--- src/design/dgoc_consts.vh ---
`ifndef DGOC_CONSTS_VH
`define DGOC_CONSTS_VH
// ****************************************
// Register byte addresses
// ****************************************
`define DGOC_ADDR_W          12
`define DGOC_OFS_CONTROL     12'h000
`define DGOC_OFS_SRCSEL0     12'h004
`define DGOC_OFS_SRCSEL1     12'h008
`define DGOC_OFS_GRPOFS0     12'h00c
`define DGOC_OFS_GRPOFS1     12'h010
`define DGOC_OFS_STATUS      12'h014
`define DGOC_OFS_SRCALL      12'h018
`define DGOC_OFS_DATA        12'h100
`define DGOC_OFS_GAIN        12'h200
`define DGOC_OFS_OFFSET      12'h300
`define DGOC_OFS_WIDTH       12'h04c
// ****************************************
// Field positions
// ****************************************
`define DGOC_CTRL_BANK_BIT   2
`define DGOC_CH_ALL_BIT      6
`define DGOC_CH_GRP_BIT      5
`define DGOC_CH_GSEL_BIT     3
// ****************************************
// Reset values
// ****************************************
`define DGOC_GRPOFS_RESET    14'h2000
`define DGOC_SRCSEL_RESET    8'h00
`endif

--- src/design/dgoc_datapath.v ---
// The implementer's own choices: register access over Avalon-MM and the placing of the registers.
`timescale 1ns/100ps
`include "dgoc_consts.vh"
module dgoc_datapath #(
    parameter NCH  = 16,
    parameter DW   = 16,
    parameter INITC = 64
) (
    // Clock and reset
    input  wire                   clock,
    input  wire                   rst,
    input  wire                   clkEn,
    // Avalon-MM slave
    input  wire [`DGOC_ADDR_W-1:0] avsAddress,
    input  wire                   avsRead,
    input  wire                   avsWrite,
    input  wire [31:0]            avsWriteData,
    output reg  [31:0]            avsReadData,
    output reg                    avsWaitRequest,
    // Pins
    input  wire                   loadOutputsN,
    input  wire                   clearOutputsN,
    input  wire                   suppliesValid,
    // Analog side
    output reg  [NCH*DW-1:0]      dacCode,
    output reg  [NCH*14-1:0]      dacOffsetSub,
    output reg                    signalGroundRef,
    output reg                    busyN
);
    localparam CW = (NCH <= 1) ? 1 : $clog2(NCH);
    localparam [DW-1:0] DMID  = {1'b1, {(DW-1){1'b0}}};
    localparam [DW-1:0] DFULL = {DW{1'b1}};
    localparam S_IDLE = 2'd0;
    localparam S_MUL  = 2'd1;
    localparam S_ADD  = 2'd2;
    localparam S_ACK  = 2'd3;
    // ****************************************
    // Storage
    // ****************************************
    reg [DW-1:0] inA [0:NCH-1];
    reg [DW-1:0] inB [0:NCH-1];
    reg [DW-1:0] gain [0:NCH-1];
    reg [DW-1:0] offs [0:NCH-1];
    reg [DW-1:0] calA [0:NCH-1];
    reg [DW-1:0] calB [0:NCH-1];
    reg [NCH-1:0] dirtyA_q;
    reg [NCH-1:0] dirtyB_q;
    reg [NCH-1:0] pendA_q;
    reg [NCH-1:0] pendB_q;
    reg [7:0]     srcSel0_q;
    reg [7:0]     srcSel1_q;
    reg [13:0]    grpOfs0_q;
    reg [13:0]    grpOfs1_q;
    reg           bank_q;
    reg [1:0]     state_q;
    reg [CW-1:0]  ch_q;
    reg           chB_q;
    reg [2*DW+1:0] prod_q;
    reg           ldPend_q;
    reg [1:0]     ldSync_q;
    reg [1:0]     clrSync_q;
    reg [1:0]     supSync_q;
    reg           ldPrev_q;
    reg           released_q;
    reg [7:0]     initCnt_q;
    reg           initDone_q;
    reg [NCH-1:0] srcVec;
    reg           found;
    reg [CW-1:0]  pickCh;
    reg           pickB;
    reg [NCH-1:0] hitMask;
    reg signed [2*DW+3:0] sum;
    reg [DW-1:0]  clamped;
    integer i;
    wire [`DGOC_ADDR_W-1:0] a = avsAddress;
    // Channel field is the word index inside one 256-byte array
    wire [7:0] chField = {2'b00, a[7:2]};
    wire isArr = (a[11:8] != 4'h0) && (a[11:8] <= 4'h3);
    wire busyNow = (pendA_q != {NCH{1'b0}}) || (pendB_q != {NCH{1'b0}}) || (state_q != S_IDLE);
    wire ldFall = ~ldSync_q[1] & ldPrev_q;
    // Channel selector: single or one group of eight; chField bit 6 (all) is always zero
    always @* begin
        hitMask = {NCH{1'b0}};
        for (i = 0; i < NCH; i = i + 1) begin
            if (chField[`DGOC_CH_ALL_BIT])
                hitMask[i] = 1'b1;
            else if (chField[`DGOC_CH_GRP_BIT])
                hitMask[i] = ((i / 8) == chField[`DGOC_CH_GSEL_BIT]);
            else
                hitMask[i] = (i == chField);
        end
    end
    // Lowest pending channel first, A before B
    always @* begin
        found = 1'b0;
        pickCh = {CW{1'b0}};
        pickB = 1'b0;
        for (i = NCH - 1; i >= 0; i = i - 1) begin
            if (pendA_q[i] | pendB_q[i]) begin
                found = 1'b1;
                pickCh = i[CW-1:0];
                pickB = ~pendA_q[i];
            end
        end
    end
    // Saturating sum at both ends
    always @* begin
        sum = $signed({2'b00, prod_q[2*DW-1:DW]}) + $signed({{(DW+4){1'b0}}, offs[ch_q]})
            - $signed({{(DW+4){1'b0}}, DMID});
        if (sum < 0)
            clamped = {DW{1'b0}};
        else if (sum > $signed({{(DW+4){1'b0}}, DFULL}))
            clamped = DFULL;
        else
            clamped = sum[DW-1:0];
    end
    always @* begin
        for (i = 0; i < NCH; i = i + 1)
            srcVec[i] = (i < 8) ? srcSel0_q[i % 8] : srcSel1_q[i % 8];
    end
    // ****************************************
    // Sequential logic
    // ****************************************
    always @(posedge clock or posedge rst) begin
        if (rst) begin
            for (i = 0; i < NCH; i = i + 1) begin
                inA[i]  <= DMID;
                inB[i]  <= DMID;
                gain[i] <= DFULL;
                offs[i] <= DMID;
                calA[i] <= DMID;
                calB[i] <= DMID;
            end
            dirtyA_q <= {NCH{1'b0}};
            dirtyB_q <= {NCH{1'b0}};
            pendA_q <= {NCH{1'b0}};
            pendB_q <= {NCH{1'b0}};
            srcSel0_q <= `DGOC_SRCSEL_RESET;
            srcSel1_q <= `DGOC_SRCSEL_RESET;
            grpOfs0_q <= `DGOC_GRPOFS_RESET;
            grpOfs1_q <= `DGOC_GRPOFS_RESET;
            bank_q <= 1'b0;
            state_q <= S_IDLE;
            ch_q <= {CW{1'b0}};
            chB_q <= 1'b0;
            prod_q <= {(2*DW+2){1'b0}};
            ldPend_q <= 1'b0;
            ldSync_q <= 2'b11;
            clrSync_q <= 2'b00;
            supSync_q <= 2'b00;
            ldPrev_q <= 1'b1;
            released_q <= 1'b0;
            initCnt_q <= 8'h00;
            initDone_q <= 1'b0;
            avsReadData <= 32'h0;
            avsWaitRequest <= 1'b1;
            dacCode <= {NCH{DMID}};
            dacOffsetSub <= {NCH{14'h0}};
            signalGroundRef <= 1'b1;
            busyN <= 1'b1;
        end else if (clkEn) begin
            ldSync_q <= {ldSync_q[0], loadOutputsN};
            clrSync_q <= {clrSync_q[0], clearOutputsN};
            supSync_q <= {supSync_q[0], suppliesValid};
            ldPrev_q <= ldSync_q[1];
            busyN <= ~busyNow;
            avsWaitRequest <= 1'b1;
            // Shared arithmetic: one multiply, then one add
            case (state_q)
                S_IDLE: begin
                    if (found) begin
                        ch_q <= pickCh;
                        chB_q <= pickB;
                        if (pickB)
                            pendB_q[pickCh] <= 1'b0;
                        else
                            pendA_q[pickCh] <= 1'b0;
                        state_q <= S_MUL;
                    end
                end
                S_MUL: begin
                    prod_q <= (chB_q ? inB[ch_q] : inA[ch_q]) * ({1'b0, gain[ch_q]} + 1'b1);
                    state_q <= S_ADD;
                end
                S_ADD: begin
                    if (chB_q) begin
                        calB[ch_q] <= clamped;
                        dirtyB_q[ch_q] <= 1'b1;
                    end else begin
                        calA[ch_q] <= clamped;
                        dirtyA_q[ch_q] <= 1'b1;
                    end
                    state_q <= S_IDLE;
                end
                default: state_q <= S_IDLE;
            endcase
            // Bus slave, one wait cycle per access
            if ((avsRead | avsWrite) & avsWaitRequest & ~(~avsWaitRequest)) begin
                avsWaitRequest <= 1'b0;
                if (avsRead) begin
                    case (a)
                        `DGOC_OFS_CONTROL: avsReadData <= {29'h0, bank_q, 2'b00};
                        `DGOC_OFS_SRCSEL0: avsReadData <= {24'h0, srcSel0_q};
                        `DGOC_OFS_SRCSEL1: avsReadData <= {24'h0, srcSel1_q};
                        `DGOC_OFS_GRPOFS0: avsReadData <= {18'h0, grpOfs0_q};
                        `DGOC_OFS_GRPOFS1: avsReadData <= {18'h0, grpOfs1_q};
                        `DGOC_OFS_STATUS:  avsReadData <= {29'h0, initDone_q, ldPend_q, busyNow};
                        default:           avsReadData <= 32'h0;
                    endcase
                end
            end
            if (avsWrite & ~avsWaitRequest) begin
                case (a)
                    `DGOC_OFS_CONTROL: bank_q <= avsWriteData[`DGOC_CTRL_BANK_BIT];
                    `DGOC_OFS_SRCSEL0: srcSel0_q <= avsWriteData[7:0];
                    `DGOC_OFS_SRCSEL1: srcSel1_q <= avsWriteData[7:0];
                    `DGOC_OFS_GRPOFS0: grpOfs0_q <= avsWriteData[13:0];
                    `DGOC_OFS_GRPOFS1: grpOfs1_q <= avsWriteData[13:0];
                    `DGOC_OFS_SRCALL: begin
                        srcSel0_q <= {8{avsWriteData[0]}};
                        srcSel1_q <= {8{avsWriteData[0]}};
                    end
                    default: ;
                endcase
                if (isArr) begin
                    for (i = 0; i < NCH; i = i + 1) begin
                        if (hitMask[i]) begin
                            if (a[11:8] == 4'h1) begin
                                if (bank_q) begin
                                    inB[i] <= avsWriteData[DW-1:0];
                                    pendB_q[i] <= 1'b1;
                                end else begin
                                    inA[i] <= avsWriteData[DW-1:0];
                                    pendA_q[i] <= 1'b1;
                                end
                            end else begin
                                if (a[11:8] == 4'h2)
                                    gain[i] <= avsWriteData[DW-1:0];
                                else
                                    offs[i] <= avsWriteData[DW-1:0];
                                if (bank_q)
                                    pendB_q[i] <= 1'b1;
                                else
                                    pendA_q[i] <= 1'b1;
                            end
                        end
                    end
                end
            end
            // Power-up hold: supplies valid, then a short init count
            if (supSync_q[1] & ~initDone_q) begin
                if (initCnt_q == INITC[7:0] - 8'h01)
                    initDone_q <= 1'b1;
                else
                    initCnt_q <= initCnt_q + 8'h01;
            end
            // Clear low grounds the outputs; the first release waits for clear high, later ones for the next load
            if (~clrSync_q[1] | ~initDone_q) begin
                signalGroundRef <= 1'b1;
                if (~clrSync_q[1] & released_q)
                    released_q <= 1'b1;
                ldPend_q <= 1'b0;
            end else if (~released_q) begin
                released_q <= 1'b1;
                signalGroundRef <= 1'b0;
                for (i = 0; i < NCH; i = i + 1)
                    dacCode[i*DW +: DW] <= srcVec[i] ? calB[i] : calA[i];
            end else begin
                // Loads seen during busy are held until busy drops
                if (ldFall | (~ldSync_q[1] & ldPend_q) | ldPend_q)
                    ldPend_q <= busyNow;
                if ((ldFall | ldPend_q | ~ldSync_q[1]) & ~busyNow) begin
                    signalGroundRef <= 1'b0;
                    for (i = 0; i < NCH; i = i + 1) begin
                        if (srcVec[i] ? dirtyB_q[i] : dirtyA_q[i])
                            dacCode[i*DW +: DW] <= srcVec[i] ? calB[i] : calA[i];
                    end
                    dirtyA_q <= {NCH{1'b0}};
                    dirtyB_q <= {NCH{1'b0}};
                end else if (ldFall)
                    ldPend_q <= 1'b1;
            end
            // Group offset copied to each channel as 14 bits: channels 0-7 from grpOfs0_q, the rest from grpOfs1_q
            for (i = 0; i < NCH; i = i + 1)
                dacOffsetSub[i*14 +: 14] <= (i < 8) ? grpOfs0_q : grpOfs1_q;
        end
    end
endmodule

--- config.mk ---
export PLATFORM = sky130hd
export DESIGN_NAME = dgoc_datapath
export DESIGN_NICKNAME = d
export VERILOG_FILES = /design/src/design/dgoc_datapath.v
export VERILOG_INCLUDE_DIRS = /design/src /design/src/design
export SDC_FILE = /design/constraint.sdc
export NUM_CORES = 2
export LEC_CHECK = 0
export ABC_AREA = 1
export BUFFER_PORTS_ARGS = -buffer_cell sky130_fd_sc_hd__clkbuf_2
export CORE_MARGIN = 2
export CORE_UTILIZATION = 35
export CTS_CLUSTER_DIAMETER = 80
export DETAILED_ROUTE_END_ITERATION = 16
export PLACE_DENSITY_LB_ADDON = 0.3
export SLEW_MARGIN = 30
export SYNTH_ARGS = -nofsm -noshare
export SYNTH_HDL_FRONTEND = slang
export SYNTH_SLANG_ARGS = --single-unit
--- constraint.sdc ---
create_clock -name clock -period 127.2 [get_ports clock]
set_input_delay 19.08 -clock clock [delete_from_list [all_inputs] [get_ports clock]]
set_output_delay 19.08 -clock clock [all_outputs]
set_load 0.02 [all_outputs]
==> results.py <==
metrics = {
    "min_path": {
        "hold_class": "flip-flop to flip-flop",
    },
    "route": {
        "wirelength_um": 304000,
        "drc_errors": 0,
        "detail-route-antenna-nets": 0,
        "wl_per_cell_um": 21.2,
        "drtIter0Drc": 7373,
        "vias": 75925,
        "first_pass_iters": 6,
        "vias_per_cell": 5.29,
    },
    "cells_and_area": {
        "layout_commonest_cell": "nand2_1",
        "fin_cells": 14346,
        "fillers": 26765,
        "final_nets": 11004,
        "final_cell_mix": "2918 x nand2_1, 1809 x o21ai_0, 1627 x dfrtp_1, 657 x nor2_1, 556 x inv_1",
        "layout-drive-gt1-share_pct": 14.2,
        "fin_util_pct": 39.5,
        "final_area_mm2": 0.106,
        "area_delta_synth_final_pct": 12.3,
    },
    "yosys": {
        "synth_mux_area_share_pct": 0.331,
        "yosys.area_share.adder_pct": 6.15,
        "synth_flop_cell": "dfrtp_1",
        "syn_area_mm2": 0.0941,
        "synth-edff-count": 0,
        "yosys-top-cells-area": "dfrtp_1 43%, nand2_1 12%, dfstp_2 10%",
        "netlist.area_leader.share_pct": 43.3,
        "synth-compound-area-share_pct": 16.3,
        "synth.distinct_cells": 59,
        "synthXorXnorAreaFrac_pct": 0.261,
        "yosys.area_share.simple_pct": 16.2,
        "synth_top_family_by_area": "compound AO/OA/AOI/OAI gates",
        "yosys_warnings": 0,
        "synth_seq_area_share_pct": 53.3,
        "avgSynthCellArea_um2": 8.86,
        "synth.largest_area_cell": "dfrtp_1",
        "synth_cells": 10621,
        "async_flop_share_pct": 100,
        "ys_ff_latch": 1987,
    },
    "setup_path": {
        "start_kind": "primary input",
        "arrival_ps": 23360,
        "critical_path_class": "primary input to flip-flop",
        "cp.required_ps": 127880,
        "crit_path_max_fanout": 32,
        "worst_setup_path_end_kind": "flip-flop",
    },
    "placement": {
        "dp.cells": 13938,
        "dpl_cell_area_mm2": 0.0982,
        "place_ws_ps": 103740,
        "globalplace.congestion": 0.931,
        "io_buffer_count": 532,
        "dpl.hpwl_um": 193000,
    },
    "timing": {
        "timing.hold.ws_ps": 446,
        "setup_viol": 0,
        "rsz0062_at_grt": "false",
        "fmax_mhz": 44.1,
        "fin_crit_ps": 22670,
        "slew_headroom_pct": 29.1,
        "layout_setup_ws_ps": 104530,
        "hold_violations": 0,
        "drv_slew": 0,
        "fin_setup_tns_ps": 0,
        "finalClockSkew_ps": 114,
        "finalCritPeriodShare_pct": 17.8,
        "tightest_slew_ps": 1060,
    },
    "clock_network": {
        "clock-root-buffer": "clkbuf_16",
        "tritoncts": "done",
        "cts_hold_buf": 0,
        "cts_buffers": 220,
        "clockBufferDepth": 4,
        "cts_resized": 0,
        "cts.sinks": 1987,
        "cts_setup_buffers": 0,
        "path_clk_slew_ps": 60,
        "clock_latency_ps": 910,
        "htree_levels": 4,
    },
    "power_and_ir_drop": {
        "p_sw_mw": 0.634,
        "p_total_mw": 1.82,
        "power_frac_clock_pct": 35.1,
        "pwr_density_cell_mw_per_mm2": 17.2,
        "vdd_drop_max_v": 0.0000138,
        "swShare_pct": 34.9,
        "comb_power_share_pct": 24.6,
        "intPower_mw": 1.18,
        "p_leak_nw": 48.6,
        "p_seq_share_pct": 40.3,
    },
    "grt": {
        "grt_first_pass_wirelength_um": 462000,
        "gr-usage-all-layers_pct": 21.9,
        "grt_pass1_vias": 73014,
        "grt_start_max_net_pins": 190,
        "grt_overflow": 0,
        "antenna_found_initial": 13,
    },
    "die": {
        "pin_count": 567,
        "coreArea_mm2": 0.268,
        "die_w_um": 522,
        "die_area_mm2": 0.273,
        "start_util_pct": 35.1,
        "placementRows": 190,
        "dieHeight_um": 522,
    },
    "status": {
        "status": "completed",
    },
    "job": {
        "drv_cap": 0,
    },
}
registers in the layout, indices dropped and copies added (netlist names), 16 cells and up:
name	flops
dacCode	256
calB	256
prod_q	16
inB	256
pendB_q	16
calA	256
offs	256
dacOffsetSub	28
dirtyA_q	16
dirtyB_q	16
inA	256
gain	256
pendA_q	16
metal layers:
layer	GRT usage, %	vias to the layer above	wire [µm]
met5	0	-	21
met3	3.89	509	22600
met1	31.2	37774	137000
met4	7.76	4	11500
li1	-	34734	-
met2	33.5	2904	134000
worst paths after layout:
check,end,from,depth (start not counted),slack (ps)
worst max-delay path,inA[79],avsWrite,10,104530
worst min-delay path,dacCode[202],calA[58],2,450
worst max register to register,prod_q[31],ch_q[1],39,116280
worst min register to register,dacCode[202],calA[58],2,450
max in group asynchronous,inA[187],rst,7,104990
min in group asynchronous,calA[210],rst,2,18420
critical path: stages:
cell and delay, ps:
clkbuf_2 80, inv_1 40, nor2_1 480, inv_1 190, nor2_1 730, inv_1 310
nor2_1 820, buf_4 350, nand3_2 720, o21ai_0 510
cell usage after synthesis (4+ instances only):
master / number
a21o_1: 7
a21oi_1: 210
a21oi_2: 6
a21oi_4: 8
a221oi_1: 8
a22o_1: 6
a22oi_1: 289
a31oi_1: 226
buf_1: 15
buf_2: 94
buf_4: 247
clkbuf_1: 598
clkinv_1: 27
dfrtp_1: 1627
dfstp_2: 360
fa_1: 207
ha_1: 131
inv_1: 579
inv_2: 12
mux2i_1: 30
nand2_1: 2929
nand2_2: 4
nand3_1: 134
nand3b_1: 7
nand4_1: 59
nor2_1: 662
nor2_2: 16
nor2_4: 6
nor3_1: 31
nor4_1: 9
o2111ai_1: 5
o21a_1: 9
o21ai_0: 1818
o21ai_1: 4
o22ai_1: 158
or2_2: 5
or4_1: 17
xnor2_1: 15
xor2_1: 13
cell type report:
| cell class | instances | area [µm²] | share of cell area, % |
|---|---|---|---|
| Timing Repair Buffer | 711 | 4220 | 3.99 |
| Tap cell | 3552 | 4440 | 4.21 |
| Multi-Input combinational cell | 7076 | 37200 | 35.2 |
| Inverter | 618 | 2340 | 2.21 |
| Clock buffer | 329 | 6440 | 6.09 |
| Clock inverter | 69 | 786 | 0.744 |
| Antenna cell | 4 | 10.0 | 0.00948 |
| Sequential cell | 1987 | 50200 | 47.5 |
power groups by stage:
| stage | combinational, mW | clock, mW | sequential, mW |
|---|---|---|---|
| finish | 0.448 | 0.638 | 0.733 |
| global route | 0.488 | 0.679 | 0.740 |
| CTS | 0.442 | 0.651 | 0.733 |
| detailed placement | 0.440 | 0 | 0.743 |
| global placement | 0.437 | 0 | 0.740 |
| floorplan | 0.273 | 0 | 0.739 |
kinds of logic (layout without fill, tap and decap cells):
family / count (synthesis) / after routing
xor+xnor: 28 / 28
fa+ha+maj: 338 / 338
mux: 31 / 31
buf+inv: 1575 / 1727
flops: 1987 / 1987
compound gates: 2772 / 2772
other cells: 1 / 22
simple gates: 3889 / 3889
Power figures use the tool's default switching activity.
